==> config.mk <==
export PLATFORM = sky130hd
export DESIGN_NAME = mcgclk_top
export DESIGN_NICKNAME = d
export VERILOG_FILES = /design/src/hw/mcgclk_top.v /design/src/hw/mcgclk_div.v
export VERILOG_INCLUDE_DIRS = /design/src /design/src/hw
export SDC_FILE = /design/constraint.sdc
export NUM_CORES = 1
export LEC_CHECK = 0
export BUFFER_PORTS_ARGS = -buffer_cell sky130_fd_sc_hd__buf_2
export CAP_MARGIN = 30
export CELL_PAD_IN_SITES_DETAIL_PLACEMENT = 1
export CELL_PAD_IN_SITES_GLOBAL_PLACEMENT = 1
export CORE_MARGIN = 2
export CORE_UTILIZATION = 40
export DETAILED_ROUTE_END_ITERATION = 8
export GPL_TIMING_DRIVEN = 0
export PLACE_DENSITY = 0.76
export SLEW_MARGIN = 20
export SYNTH_ARGS = -nofsm -noshare
export SYNTH_HDL_FRONTEND = slang
export SYNTH_SLANG_ARGS = --single-unit
==> constraint.sdc <==
create_clock -name ref_clk_in -period 3.5 [get_ports ref_clk_in]
set_input_delay 0.525 -clock ref_clk_in [delete_from_list [all_inputs] [get_ports ref_clk_in]]
set_output_delay 0.525 -clock ref_clk_in [all_outputs]
set_load 0.01 [all_outputs]
==> src/hw/mcgclk_defs.vh <==
// Contract
// - Codes 0-5 divide clock by 1..32; 6,7 prohibited.
// - Clock select resets to zero, upper bits zero.
// - Port direction register resets to all ones.
// - Direction bit 0 drives pin, 1 releases.
`ifndef MCGCLK_DEFS_VH
`define MCGCLK_DEFS_VH
// ----------------------------------------
// Register offsets
// ----------------------------------------
`define MCGCLK_ADDR_PORT3_DIR   16'hff23
`define MCGCLK_ADDR_CLK_SEL     16'hff4d
`define MCGCLK_ADDR_MAIN_CTL    16'hff4c
`define MCGCLK_ADDR_TX_DATA     16'hff4e
`define MCGCLK_ADDR_PORT3_LATCH 16'hff03
// ----------------------------------------
// Field positions and reset values
// ----------------------------------------
`define MCGCLK_POWER_BIT        7
`define MCGCLK_BUSY_BIT         0
`define MCGCLK_CODED_PIN        2
`define MCGCLK_SEL_MAX          3'h5
`define MCGCLK_LAST_BIT         3'h7
`define MCGCLK_RST_BIT_CNT      3'h0
`define MCGCLK_RST_PORT3_DIR    8'hff
`define MCGCLK_RST_CLK_SEL      3'h0
`define MCGCLK_RST_ZERO         8'h00
`endif

==> src/hw/mcgclk_top.v <==
`include "mcgclk_defs.vh"
`default_nettype none
module mcgclk_top (
  input  wire        ref_clk_in,
  input  wire        resetn_in,
  input  wire [15:0] sfr_addr_in,
  input  wire [7:0]  sfr_wdata_in,
  input  wire        sfr_wr_in,
  input  wire        sfr_rd_in,
  input  wire [7:0]  port3_pin_in,
  output reg  [7:0]  sfr_rdata_out,
  output reg  [7:0]  port3_out,
  output reg  [7:0]  port3_oe_out,
  output reg         coded_serial_out
);
  // ----------------------------------------
  // Transmit states
  // ----------------------------------------
  localparam [1:0] TX_IDLE   = 2'b00;
  localparam [1:0] TX_FIRST  = 2'b01;
  localparam [1:0] TX_SECOND = 2'b10;

  // ----------------------------------------
  // Registers
  // ----------------------------------------
  // Direction bits are 1 for input, so reset leaves every pin released.
  reg  [7:0] port3_direction_q;
  reg  [7:0] port3_direction_d;
  reg  [7:0] port3_latch_q;
  reg  [7:0] port3_latch_d;
  reg  [2:0] codegen_clock_select_q;
  reg  [2:0] codegen_clock_select_d;
  reg        codegen_power_enable_q;
  reg        codegen_power_enable_d;
  reg  [7:0] shift_q;
  reg  [7:0] shift_d;
  reg  [2:0] bit_cnt_q;
  reg  [2:0] bit_cnt_d;
  reg  [1:0] tx_state_q;
  reg  [1:0] tx_state_d;
  reg        coded_d;
  reg  [7:0] port3_d;
  reg  [7:0] port3_oe_d;
  reg  [7:0] rdata_d;
  wire       tx_busy;
  wire       base_tick;
  wire       wr_dir;
  wire       wr_sel;
  wire       wr_ctl;
  wire       wr_dat;
  wire       wr_lat;

  // ----------------------------------------
  // Address decode
  // ----------------------------------------
  assign wr_dir  = sfr_wr_in && (sfr_addr_in == `MCGCLK_ADDR_PORT3_DIR);
  assign wr_sel  = sfr_wr_in && (sfr_addr_in == `MCGCLK_ADDR_CLK_SEL);
  assign wr_ctl  = sfr_wr_in && (sfr_addr_in == `MCGCLK_ADDR_MAIN_CTL);
  assign wr_dat  = sfr_wr_in && (sfr_addr_in == `MCGCLK_ADDR_TX_DATA);
  assign wr_lat  = sfr_wr_in && (sfr_addr_in == `MCGCLK_ADDR_PORT3_LATCH);
  assign tx_busy = (tx_state_q != TX_IDLE);

  // ----------------------------------------
  // Register file
  // ----------------------------------------
  always @* begin
    port3_direction_d      = port3_direction_q;
    port3_latch_d          = port3_latch_q;
    codegen_clock_select_d = codegen_clock_select_q;
    codegen_power_enable_d = codegen_power_enable_q;
    // Writes to unmapped addresses fall through and change nothing.
    if (wr_dir) begin
      port3_direction_d = sfr_wdata_in;
    end
    if (wr_lat) begin
      port3_latch_d = sfr_wdata_in;
    end
    // The divider is held while power is off, so a select change made
    // per the software sequence never produces a runt base tick.
    if (wr_sel) begin
      codegen_clock_select_d = sfr_wdata_in[2:0];
    end
    if (wr_ctl) begin
      codegen_power_enable_d = sfr_wdata_in[`MCGCLK_POWER_BIT];
    end
  end

  always @(posedge ref_clk_in or negedge resetn_in) begin
    if (!resetn_in) begin
      port3_direction_q      <= `MCGCLK_RST_PORT3_DIR;
      port3_latch_q          <= `MCGCLK_RST_ZERO;
      codegen_clock_select_q <= `MCGCLK_RST_CLK_SEL;
      codegen_power_enable_q <= 1'b0;
    end else begin
      port3_direction_q      <= port3_direction_d;
      port3_latch_q          <= port3_latch_d;
      codegen_clock_select_q <= codegen_clock_select_d;
      codegen_power_enable_q <= codegen_power_enable_d;
    end
  end

  // ----------------------------------------
  // Base clock divider
  // ----------------------------------------
  mcgclk_div #(
    .CW(5)
  ) u_div (
    .ref_clk_in (ref_clk_in),
    .resetn_in  (resetn_in),
    .run_in     (codegen_power_enable_q),
    .sel_in     (codegen_clock_select_q),
    .tick_out   (base_tick)
  );

  // ----------------------------------------
  // Manchester shifter
  // ----------------------------------------
  always @* begin
    tx_state_d = tx_state_q;
    shift_d    = shift_q;
    bit_cnt_d  = bit_cnt_q;
    coded_d    = coded_serial_out;
    if (!codegen_power_enable_q) begin
      // Dropping power aborts a frame and parks the line low.
      tx_state_d = TX_IDLE;
      coded_d    = 1'b0;
    end else begin
      case (tx_state_q)
        TX_IDLE: begin
          if (wr_dat) begin
            shift_d    = sfr_wdata_in;
            bit_cnt_d  = `MCGCLK_RST_BIT_CNT;
            tx_state_d = TX_FIRST;
          end else if (base_tick) begin
            // Idle line rests low after the last bit period ends.
            coded_d = 1'b0;
          end
        end
        TX_FIRST: begin
          // First half carries the inverse, so a 0 falls at mid-period.
          if (base_tick) begin
            coded_d    = ~shift_q[7];
            tx_state_d = TX_SECOND;
          end
        end
        TX_SECOND: begin
          // Second half carries the bit itself, then the next bit moves up.
          if (base_tick) begin
            coded_d   = shift_q[7];
            shift_d   = {shift_q[6:0], 1'b0};
            bit_cnt_d = bit_cnt_q + 3'h1;
            if (bit_cnt_q == `MCGCLK_LAST_BIT) begin
              tx_state_d = TX_IDLE;
            end else begin
              tx_state_d = TX_FIRST;
            end
          end
        end
        default: begin
          // Unused state codes fall back to idle rather than hang the line.
          tx_state_d = TX_IDLE;
          coded_d    = 1'b0;
        end
      endcase
    end
  end

  always @(posedge ref_clk_in or negedge resetn_in) begin
    if (!resetn_in) begin
      tx_state_q       <= TX_IDLE;
      shift_q          <= `MCGCLK_RST_ZERO;
      bit_cnt_q        <= `MCGCLK_RST_BIT_CNT;
      coded_serial_out <= 1'b0;
    end else begin
      tx_state_q       <= tx_state_d;
      shift_q          <= shift_d;
      bit_cnt_q        <= bit_cnt_d;
      coded_serial_out <= coded_d;
    end
  end

  // ----------------------------------------
  // Pins and read path
  // ----------------------------------------
  always @* begin
    port3_d    = port3_latch_q;
    port3_oe_d = ~port3_direction_q;
    // The coded stream is ORed with the latch, hence the latch must be 0.
    port3_d[`MCGCLK_CODED_PIN] = port3_latch_q[`MCGCLK_CODED_PIN] | coded_serial_out;
  end

  // Outputs are registered so the pins never see decode glitches.
  always @(posedge ref_clk_in or negedge resetn_in) begin
    if (!resetn_in) begin
      port3_out     <= `MCGCLK_RST_ZERO;
      port3_oe_out  <= `MCGCLK_RST_ZERO;
      sfr_rdata_out <= `MCGCLK_RST_ZERO;
    end else begin
      port3_out     <= port3_d;
      port3_oe_out  <= port3_oe_d;
      if (sfr_rd_in) begin
        sfr_rdata_out <= rdata_d;
      end
    end
  end

  // ----------------------------------------
  // Read multiplexer
  // ----------------------------------------
  // Reads of the latch address return the pin levels, not the latch.
  // The power bit is read back together with the busy flag in bit 0.
  always @* begin
    rdata_d = 8'h00;
    case (sfr_addr_in)
      `MCGCLK_ADDR_PORT3_DIR:   rdata_d = port3_direction_q;
      `MCGCLK_ADDR_CLK_SEL:     rdata_d = {5'h00, codegen_clock_select_q};
      `MCGCLK_ADDR_MAIN_CTL:    rdata_d = {codegen_power_enable_q, 6'h00, tx_busy};
      `MCGCLK_ADDR_TX_DATA:     rdata_d = shift_q;
      `MCGCLK_ADDR_PORT3_LATCH: rdata_d = port3_pin_in;
      default:                  rdata_d = 8'h00;
    endcase
  end
endmodule
`default_nettype wire

==> src/hw/mcgclk_div.v <==
`include "mcgclk_defs.vh"
`default_nettype none
module mcgclk_div #(
  parameter CW = 5
) (
  input  wire         ref_clk_in,
  input  wire         resetn_in,
  input  wire         run_in,
  input  wire [2:0]   sel_in,
  output reg          tick_out
);
  reg  [CW-1:0] cnt_q;
  wire [CW-1:0] mask;
  wire          legal;

  assign legal = (sel_in <= `MCGCLK_SEL_MAX);
  assign mask  = ~({CW{1'b1}} << sel_in);

  always @(posedge ref_clk_in or negedge resetn_in) begin
    if (!resetn_in) begin
      cnt_q    <= {CW{1'b0}};
      tick_out <= 1'b0;
    end else if (!run_in || !legal) begin
      // Prohibited codes stall the base clock rather than guess a ratio.
      cnt_q    <= {CW{1'b0}};
      tick_out <= 1'b0;
    end else begin
      cnt_q    <= cnt_q + {{(CW-1){1'b0}}, 1'b1};
      tick_out <= ((cnt_q & mask) == mask);
    end
  end
endmodule
`default_nettype wire

==> results.md, run 1 <==
Logic synthesis:
- The net count after synthesis is 300.
- The average cell area after synthesis is 11.2 um^2.
- The netlist uses 42 different library cells.
- Synthesis produced roughly 260 cells.
- The netlist area before placement is just under 0.003 mm^2.
- Among all flip-flop cells after synthesis, the most frequent one is sky130_fd_sc_hd__dfrtp_1.
- The warning count from the yosys run is 0.
- Counting instances in the post-synthesis netlist gives the leading cell types as 56 x sky130_fd_sc_hd__dfrtp_1, 37 x sky130_fd_sc_hd__nand2_1, 28 x sky130_fd_sc_hd__mux2_2, 20 x sky130_fd_sc_hd__inv_1, 12 x sky130_fd_sc_hd__nor2_1.
- The biggest area contributor in the post-synthesis netlist is sky130_fd_sc_hd__dfrtp_1.
- In this run, synthesis inferred 0 flip-flops with an integrated enable.
- Ranked by total cell area, the synthesized netlist is headed by sky130_fd_sc_hd__dfrtp_1 48%, sky130_fd_sc_hd__mux2_2 11%, sky130_fd_sc_hd__dfstp_2 7.2%.
- For this run, the register share of the synthesized area comes to 55.1%.
- The async set-or-reset flop fraction in the synthesized netlist is 100%.
- The most frequent cell after synthesis is sky130_fd_sc_hd__dfrtp_1.
- Counting flops and latches in the post-synthesis netlist gives 64.
- The portion of synthesized cell area occupied by the leading cell type is between 40 and 50%.

Clock tree:
- The buffer cell driving the clock tree root is sky130_fd_sc_hd__clkbuf_8.
- TritonCTS built the clock tree.
- The clock latency at the later pin of the worst-skew pair is roughly 340 ps.
- The post-cts repair resize count is 0.
- The clock net in this run drives a total of 64 sinks.
- The deepest clock path buffer count is 2.
- The clock transition at the register clock pins on the worst setup and hold paths after CTS is around 80 ps.
- The total clock buffers created by CTS is 9.
- The level count of the clock H-tree is 3.
- The total setup buffers inserted after CTS is 0.
- In this run, post-CTS hold repair placed 0 buffers.

Run:
- The number of maximum-capacitance constraint violations is 0.

Run status:
- The run finished with clean final reports.

Final layout:
- Cells fill 49.6% of the core in the end.
- The ratio of cells with drive above 1 in the final layout is a little over a third.
- The area growth from synthesis to layout is 21.9%.
- The sequential cell area in the final layout is 0.00161 mm^2.
- The area used by multi-input combinational logic is ~0.0012 mm^2.
- The number of filler instances in the final layout is about 800.
- The repair_antennas step left the layout with diodes totalling 0.
- Summing all non-filler instances in the final layout gives an area of 0.00356 mm^2.
- The final standard cell count with taps included and fillers excluded is ~440.
- After the last flow step, the layout net total stands at 372.

Critical path:
- The category of the worst setup path capture point is a flop.
- The arrival time at the worst endpoint is approximately 2400 ps.
- Along the worst path, the maximum fanout reaches 8.
- The worst setup path is launched from a primary input.
- The required time at the endpoint of the critical path is 3720 ps.
- The critical path is of the primary input to flop type.

Placement:
- The count of buffers inserted at the top-level ports is 59.
- Summing all placed instances gives a cell area of ~0.0034 mm^2.
- After legalization and detailed placement, the total HPWL measured ~5200 um.
- The weighted congestion reported at the end of routability-driven placement is a little over 0.8.
- The cell count after placement is 421.

Timing:
- In this run the tightest slew margin relative to its limit is approximately half.
- The final hold violation count is 0.
- The fmax is between 400 and 500 MHz.
- The max-slew violation total from the final report came to 0.
- For the final routed database, the setup TNS stands at 0 ps.
- Setup violations remaining at the end of the flow were counted as 0.
- At the pin with the least slew margin, the transition time is between 700 and 800 ps.
- The time the worst path needs with I/O delays and setup is 2160 ps.
- After layout, the worst path uses around three fifths of the clock period.
- The clock arrives with between 8 and 9 ps of skew.
- Setup repair after global routing left no endpoint under its margin.

Pwr:
- For this design the ratio of total power to cell area is ~390 mW/mm^2.
- Summed over all cells, the static leakage comes to about 1.6 nW.
- After layout, the design draws a total of approximately 1.4 mW.
- The worst-case IR drop observed on VDD is around 0.13 mV.

Global route:
- Entering global routing, the biggest net connects between 40 and 50 pins.
- The global-route wire length before repair is 11100 um.
- After global routing the overflow that remains totals 0.
- Global routing consumed, over all layers together, between 10% and 20% of the routing resources.
- The number of global-route vias before repair is 2222.
- The number of antenna violations at the first check in global routing is 0.

Die:
- The initial core utilization is 40.7%.
- In this run the count of I/O pins placed on the die edge is 61.
- The vertical die dimension is slightly below 90 um.
- The area of the placeable core is approximately 0.0072 mm^2.
- The die covers 0.00801 mm^2.
- In this run the horizontal extent of the chip is 89.5 um.
- After floorplanning, the core was divided into 31 placement rows.

Routing:
- The post-route antenna net violation count is 0.
- The final route contains ~2.2k vias.
- The DRC marker count from the first detailed-route iteration is 74.
- Dividing the detail-routed via count by the number of cells gives 5.13.
- The final layout contains routed wiring with a total length of about 7200 um.
- The post-detailed-route wirelength per cell is approximately 17 um.
- The residual DRC count is 0.
- The first detailed-routing pass ran for 4 iterations.

Hold path:
- The worst hold path class is primary input to async pin.
==> sequential cells by signal, indices dropped and copies added (netlist names) <==
register and flops:
u_div.tick_out 1, sfr_rdata_out 8, port3_out 8, codegen_clock_select_q 3, coded_serial_out 1, port3_direction_q 8, u_div.cnt_q 5, shift_q 8
bit_cnt_q 3, tx_state_q 2, port3_latch_q 8, port3_oe_out 8, codegen_power_enable_q 1
==> layout make-up <==
cell class              instances  area share, %
well taps                      99           3.48
repair buffers                 61           9.27
clock buffers                   9           3.48
clock inverters                 7           1.55
multi-input cells             167           33.7
plain buffers                  10           1.16
flip-flops and latches         64           45.2
inverters                      20           2.11
==> cell families after synthesis <==
group	count (synthesis)	share of synthesized area (%)
adders and majority gates	3	1.28
buffers and inverters	30	3.98
xor gates and xnor gates	3	0.899
DFF	64	55.1
AOI/OAI and AO/OA	37	8.56
muxes	37	14.2
and+or+nand+nor	87	16.0
==> power breakdown <==
| group | leakage (nW) | internal, mW | switching (mW) |
|---|---|---|---|
| clock network | 0.0862 | 0.263 | 0.317 |
| registers | 0.801 | 0.740 | 0.000621 |
| logic | 0.748 | 0.0303 | 0.0454 |
| total | 1.64 | 1.03 | 0.363 |
==> layer usage <==
metal / GRT usage (%) / vias to the layer above / part of all wire [%]
met4: 5.16 / 0 / 0.86
met3: 4.43 / 8 / 2.7
met1: 22.9 / 1136 / 43
met5: 0 / - / 0
met2: 33.9 / 38 / 54
li1: - / 1058 / -
==> stage by stage <==
stage / setup WS, ps / hold slack [ps]
2_1_floorplan: 1290 / 229
3_3_place_gp: 960 / 355
3_5_place_dp: 991 / 360
4_1_cts: 1350 / 48.6
5_1_grt: 1200 / 55.5
6_report: 1340 / 54.2
==> cell usage in the layout (no fill, tap or decap), types with 3 or more instances in the layout <==
| cell type | netlist | routed |
|---|---|---|
| sky130_fd_sc_hd__a21oi_1 | 5 | 5 |
| sky130_fd_sc_hd__a22oi_1 | 3 | 3 |
| sky130_fd_sc_hd__a32oi_1 | 4 | 4 |
| sky130_fd_sc_hd__buf_2 | 0 | 59 |
| sky130_fd_sc_hd__clkbuf_1 | 8 | 8 |
| sky130_fd_sc_hd__clkbuf_8 | 0 | 9 |
| sky130_fd_sc_hd__dfrtp_1 | 56 | 56 |
| sky130_fd_sc_hd__dfstp_2 | 8 | 8 |
| sky130_fd_sc_hd__ha_1 | 3 | 3 |
| sky130_fd_sc_hd__inv_1 | 20 | 20 |
| sky130_fd_sc_hd__mux2_1 | 7 | 7 |
| sky130_fd_sc_hd__mux2_2 | 28 | 28 |
| sky130_fd_sc_hd__nand2_1 | 37 | 37 |
| sky130_fd_sc_hd__nand2b_1 | 3 | 3 |
| sky130_fd_sc_hd__nand3_1 | 8 | 8 |
| sky130_fd_sc_hd__nand3b_1 | 3 | 3 |
| sky130_fd_sc_hd__nor2_1 | 12 | 12 |
| sky130_fd_sc_hd__nor2b_1 | 5 | 5 |
| sky130_fd_sc_hd__nor3_1 | 4 | 4 |
| sky130_fd_sc_hd__o21ai_0 | 8 | 8 |
| sky130_fd_sc_hd__o22ai_1 | 7 | 7 |
| sky130_fd_sc_hd__o32ai_1 | 3 | 3 |
==> worst paths after layout <==
kind | start | to | slack [ps] | depth (start not counted)
min reg2reg | port3_latch_q[4] | port3_out[4] | 380 | 0
max reg2reg | tx_state_q[1] | shift_q[1] | 1660 | 5
min in group ref_clk_in | port3_latch_q[4] | port3_out[4] | 380 | 0
max | sfr_addr_in[1] | shift_q[1] | 1340 | 8
min | resetn_in | port3_latch_q[3] | 50 | 1
max in group asynchronous | resetn_in | port3_direction_q[7] | 2870 | 2
==> worst max-delay path, cell delays in order <==
cell and delay, ps:
sky130_fd_sc_hd__buf_2 150, sky130_fd_sc_hd__nor2b_1 140, sky130_fd_sc_hd__clkbuf_1 360, sky130_fd_sc_hd__nand2_1 190, sky130_fd_sc_hd__nor4_4 360, sky130_fd_sc_hd__a31o_1 150, sky130_fd_sc_hd__buf_4 170, sky130_fd_sc_hd__mux2_1 330
No activity file was read; power rests on OpenSTA's default activity.
==> run 2: changes to the inputs <==
CORE_UTILIZATION = 38   (was 40)
clock period = 1.84 ns   (was 3.5 ns; I/O delays follow)
==> results.md, run 2 (synthesis gave the netlist of run 1 again) <==
Die:
- The area of the placeable core came to 0.00737 mm^2 (+2.7%).
- The vertical die dimension is 91.7 um (+2.5%).
- The die area was 0.00841 mm^2 (+5.0%).
- The boundary pin count is 61 (unchanged).
- The x dimension of the die is 91.7 um (+2.5%).
- The initial core utilization is 39.7% (-1.1 points).
- The number of rows created at floorplan is 31 (unchanged).

Routing:
- The detailed-route wire length came to 7440 um (+3.1%).
- The DRC marker count from the first detailed-route iteration is 82 (+11%).
- The post-route antenna net violation count came to 0 (unchanged).
- The residual DRC count was 0 (unchanged).
- The post-detailed-route wirelength per cell is 16.7 um (+0.98%).
- The total number of vias is 2305 (+2.9%).
- The detailed-routing iteration count for the pre-antenna-repair pass is 4 (unchanged).
- The detailed-route vias per instance is 5.17 (+0.83%).

Run:
- The number of maximum-capacitance constraint violations is 0 (unchanged).

Pwr:
- The peak ir drop on the vdd network came to 0.362 mV (+170%).
- The power per standard cell area is 764 mW/mm^2 (+95%).
- The leakage dissipation is 1.69 nW (+3.2%).
- The total power came to 2.80 mW (+100%).

Timing:
- The fmax is approximately 560 MHz.
- The worst-case hold slack came to 207 ps (+152 ps).
- The remaining max-slew budget at the tightest pin came to 51.8% (+3.3 points).
- The final number of setup-violating endpoints was 0 (unchanged).
- The max-slew violation total from the final report is 0 (unchanged).
- Setup repair after global routing could not meet its margin everywhere.
- The measured slew at the worst slew-check pin is 717 ps (-49.5 ps).
- The final worst-path setup slack is 65.7 ps (-1280 ps).
- The final worst clock skew is 12.0 ps (+3.86 ps).
- The setup TNS was 0 ps (unchanged).
- Of the available clock period, the critical path in the final layout requires 96.4%.
- The final hold violation count came to 0 (unchanged).
- The clock period could shrink to between 1500 and 2000 ps.

Global route:
- The layer carrying the most global-route usage is met2.
- The maximum number of pins on one net before global-route repair is 44 (-4.3%).
- The total congestion overflow after global routing is 0 (unchanged).
- The fraction of met3 tracks used by global routing is 3.04% (-1.4 points).
- The number of antenna violations at the first check in global routing is 0 (unchanged).
- The total routing resource utilization after global routing is 18.9% (-0.14 points).
- The number of global-route vias before repair is 2419 (+8.9%).
- The global-route wire length before repair is 12300 um (+10%).
- The met2 usage is 33.3% (-0.67 points).
- The met1 track demand over resource in global routing is 23.2% (+0.28 points).

Final layout:
- The core occupancy in the finished layout is 49.7% (+0.086 points).
- The commonest non-fill, non-tap cell in the layout is sky130_fd_sc_hd__buf_2.
- The ratio of cells with drive above 1 in the final layout is 37.8% (+2.0 points).
- The summed area of non-filler cells in the final layout is 0.00366 mm^2 (+2.9%).
- The post-layout net count was 381 (+2.4%).
- In the layout the commonest cells are 59 x sky130_fd_sc_hd__buf_2, 56 x sky130_fd_sc_hd__dfrtp_1, 37 x sky130_fd_sc_hd__nand2_1, 28 x sky130_fd_sc_hd__mux2_2, 20 x sky130_fd_sc_hd__inv_1.
- Compared with the post-synthesis result, the final layout area differs by 25.4%.
- The diode insertion count for antenna repair is 0 (unchanged).
- The final standard cell count with taps included and fillers excluded is 446 (+2.1%).

Placement:
- The count of buffers inserted at the top-level ports is 59 (unchanged).
- The post-placement cell area was 0.00338 mm^2 (-0.11%).
- The weighted congestion reported at the end of routability-driven placement is 0.818 (+0.49%).
- The worst slack at placement is -430 ps (-1420 ps).
- The cell count after placement is 421 (unchanged).
- The half-perimeter wire length of the detailed placement result is 5260 um (+0.27%).

Critical path:
- On the critical path, the stage with the largest delay is an instance of sky130_fd_sc_hd__or4_4.
- The worst setup path is captured at a flop.
- The arrival time at the worst endpoint is 1990 ps (-390 ps).
- The critical path is of the primary input to flop type.
- The kind of launch point of the worst setup path is a primary input.
- The required time at the endpoint of the critical path came to 2050 ps (-1670 ps).
- Traced cell by cell, the critical path runs through buf_2 -> nand4bb_4 -> or4_4 -> nor4_4 -> a31o_1 -> buf_6 -> mux2_1.
- The top fanout value on the critical path came to 7 (-1).
- The highest cell delay on the worst timing path came to 570 ps (+210 ps).

Clock tree:
- CTS placed an instance of sky130_fd_sc_hd__clkbuf_8 at the clock tree root.
- The clock latency at the later pin of the worst-skew pair was 330 ps (about the same).
- The clock sink count is 64 (unchanged).
- The total clock buffers created by CTS is 9 (unchanged).
- The level count of the clock H-tree is 3 (unchanged).
- TritonCTS built the clock tree.
- The deepest clock path buffer count is 2 (unchanged).
- The clock transition at the register clock pins on the worst setup and hold paths after CTS came to 70 ps (about the same).

Run status:
- The flow ran to the end, and the final reports show no timing, DRC or antenna violations.

Hold path:
- The worst hold path belongs to the class primary input to flop.
## run 2: layer usage
| metal | vias up | part of all wire, % |
|---|---|---|
| li1 | 1076 | - |
| met1 | 1185 | 42 |
| met2 | 39 | 54 |
| met3 | 5 | 3.0 |
| met4 | 0 | 0.91 |
| met5 | - | 0 |
## run 2: final cells by class
cell class,instances,area (um^2)
Tap cell,99,124
Clock buffer,12,155
Sequential cell,64,1610
Multi-Input combinational cell,167,1210
Clock inverter,4,52.6
Timing Repair Buffer,70,393
Buffer,10,47.5
Fill cell,853,3700
Inverter,20,75.1
## run 2: repair_timing
action	CTS	global route
setup buffers	4	4
pin swaps	3	2
hold buffers	1	0
endpoints found under the setup margin	7	20
resized for setup	0	5
hold endpoints to repair	18	0
cloned	0	0
## run 2: where the power goes
group / internal, mW / switching (mW) / total [mW]
registers: 1.41 / 0.000920 / 1.41
logic: 0.0603 / 0.0891 / 0.149
clock network: 0.700 / 0.542 / 1.24
total: 2.17 / 0.632 / 2.80
## run 2: worst paths after layout
check,from,endpoint,slack [ps],cells after the start
setup / recovery,sfr_addr_in[4],shift_q[6],70,7
hold / removal,sfr_wdata_in[3],port3_latch_q[3],210,2
setup reg to reg,tx_state_q[1],shift_q[6],120,5
hold reg to reg,port3_latch_q[1],port3_out[1],370,0
max in group asynchronous,resetn_in,port3_direction_q[0],870,3
min in group asynchronous,resetn_in,port3_oe_out[3],380,2
## run 2: critical path: cells and delay by family
kind | cells | cell delay [ps]
AND/OR/NAND/NOR | 3 | 970
AO/OA/AOI/OAI | 1 | 170
multiplexers | 1 | 330
buffers and inverters | 2 | 240
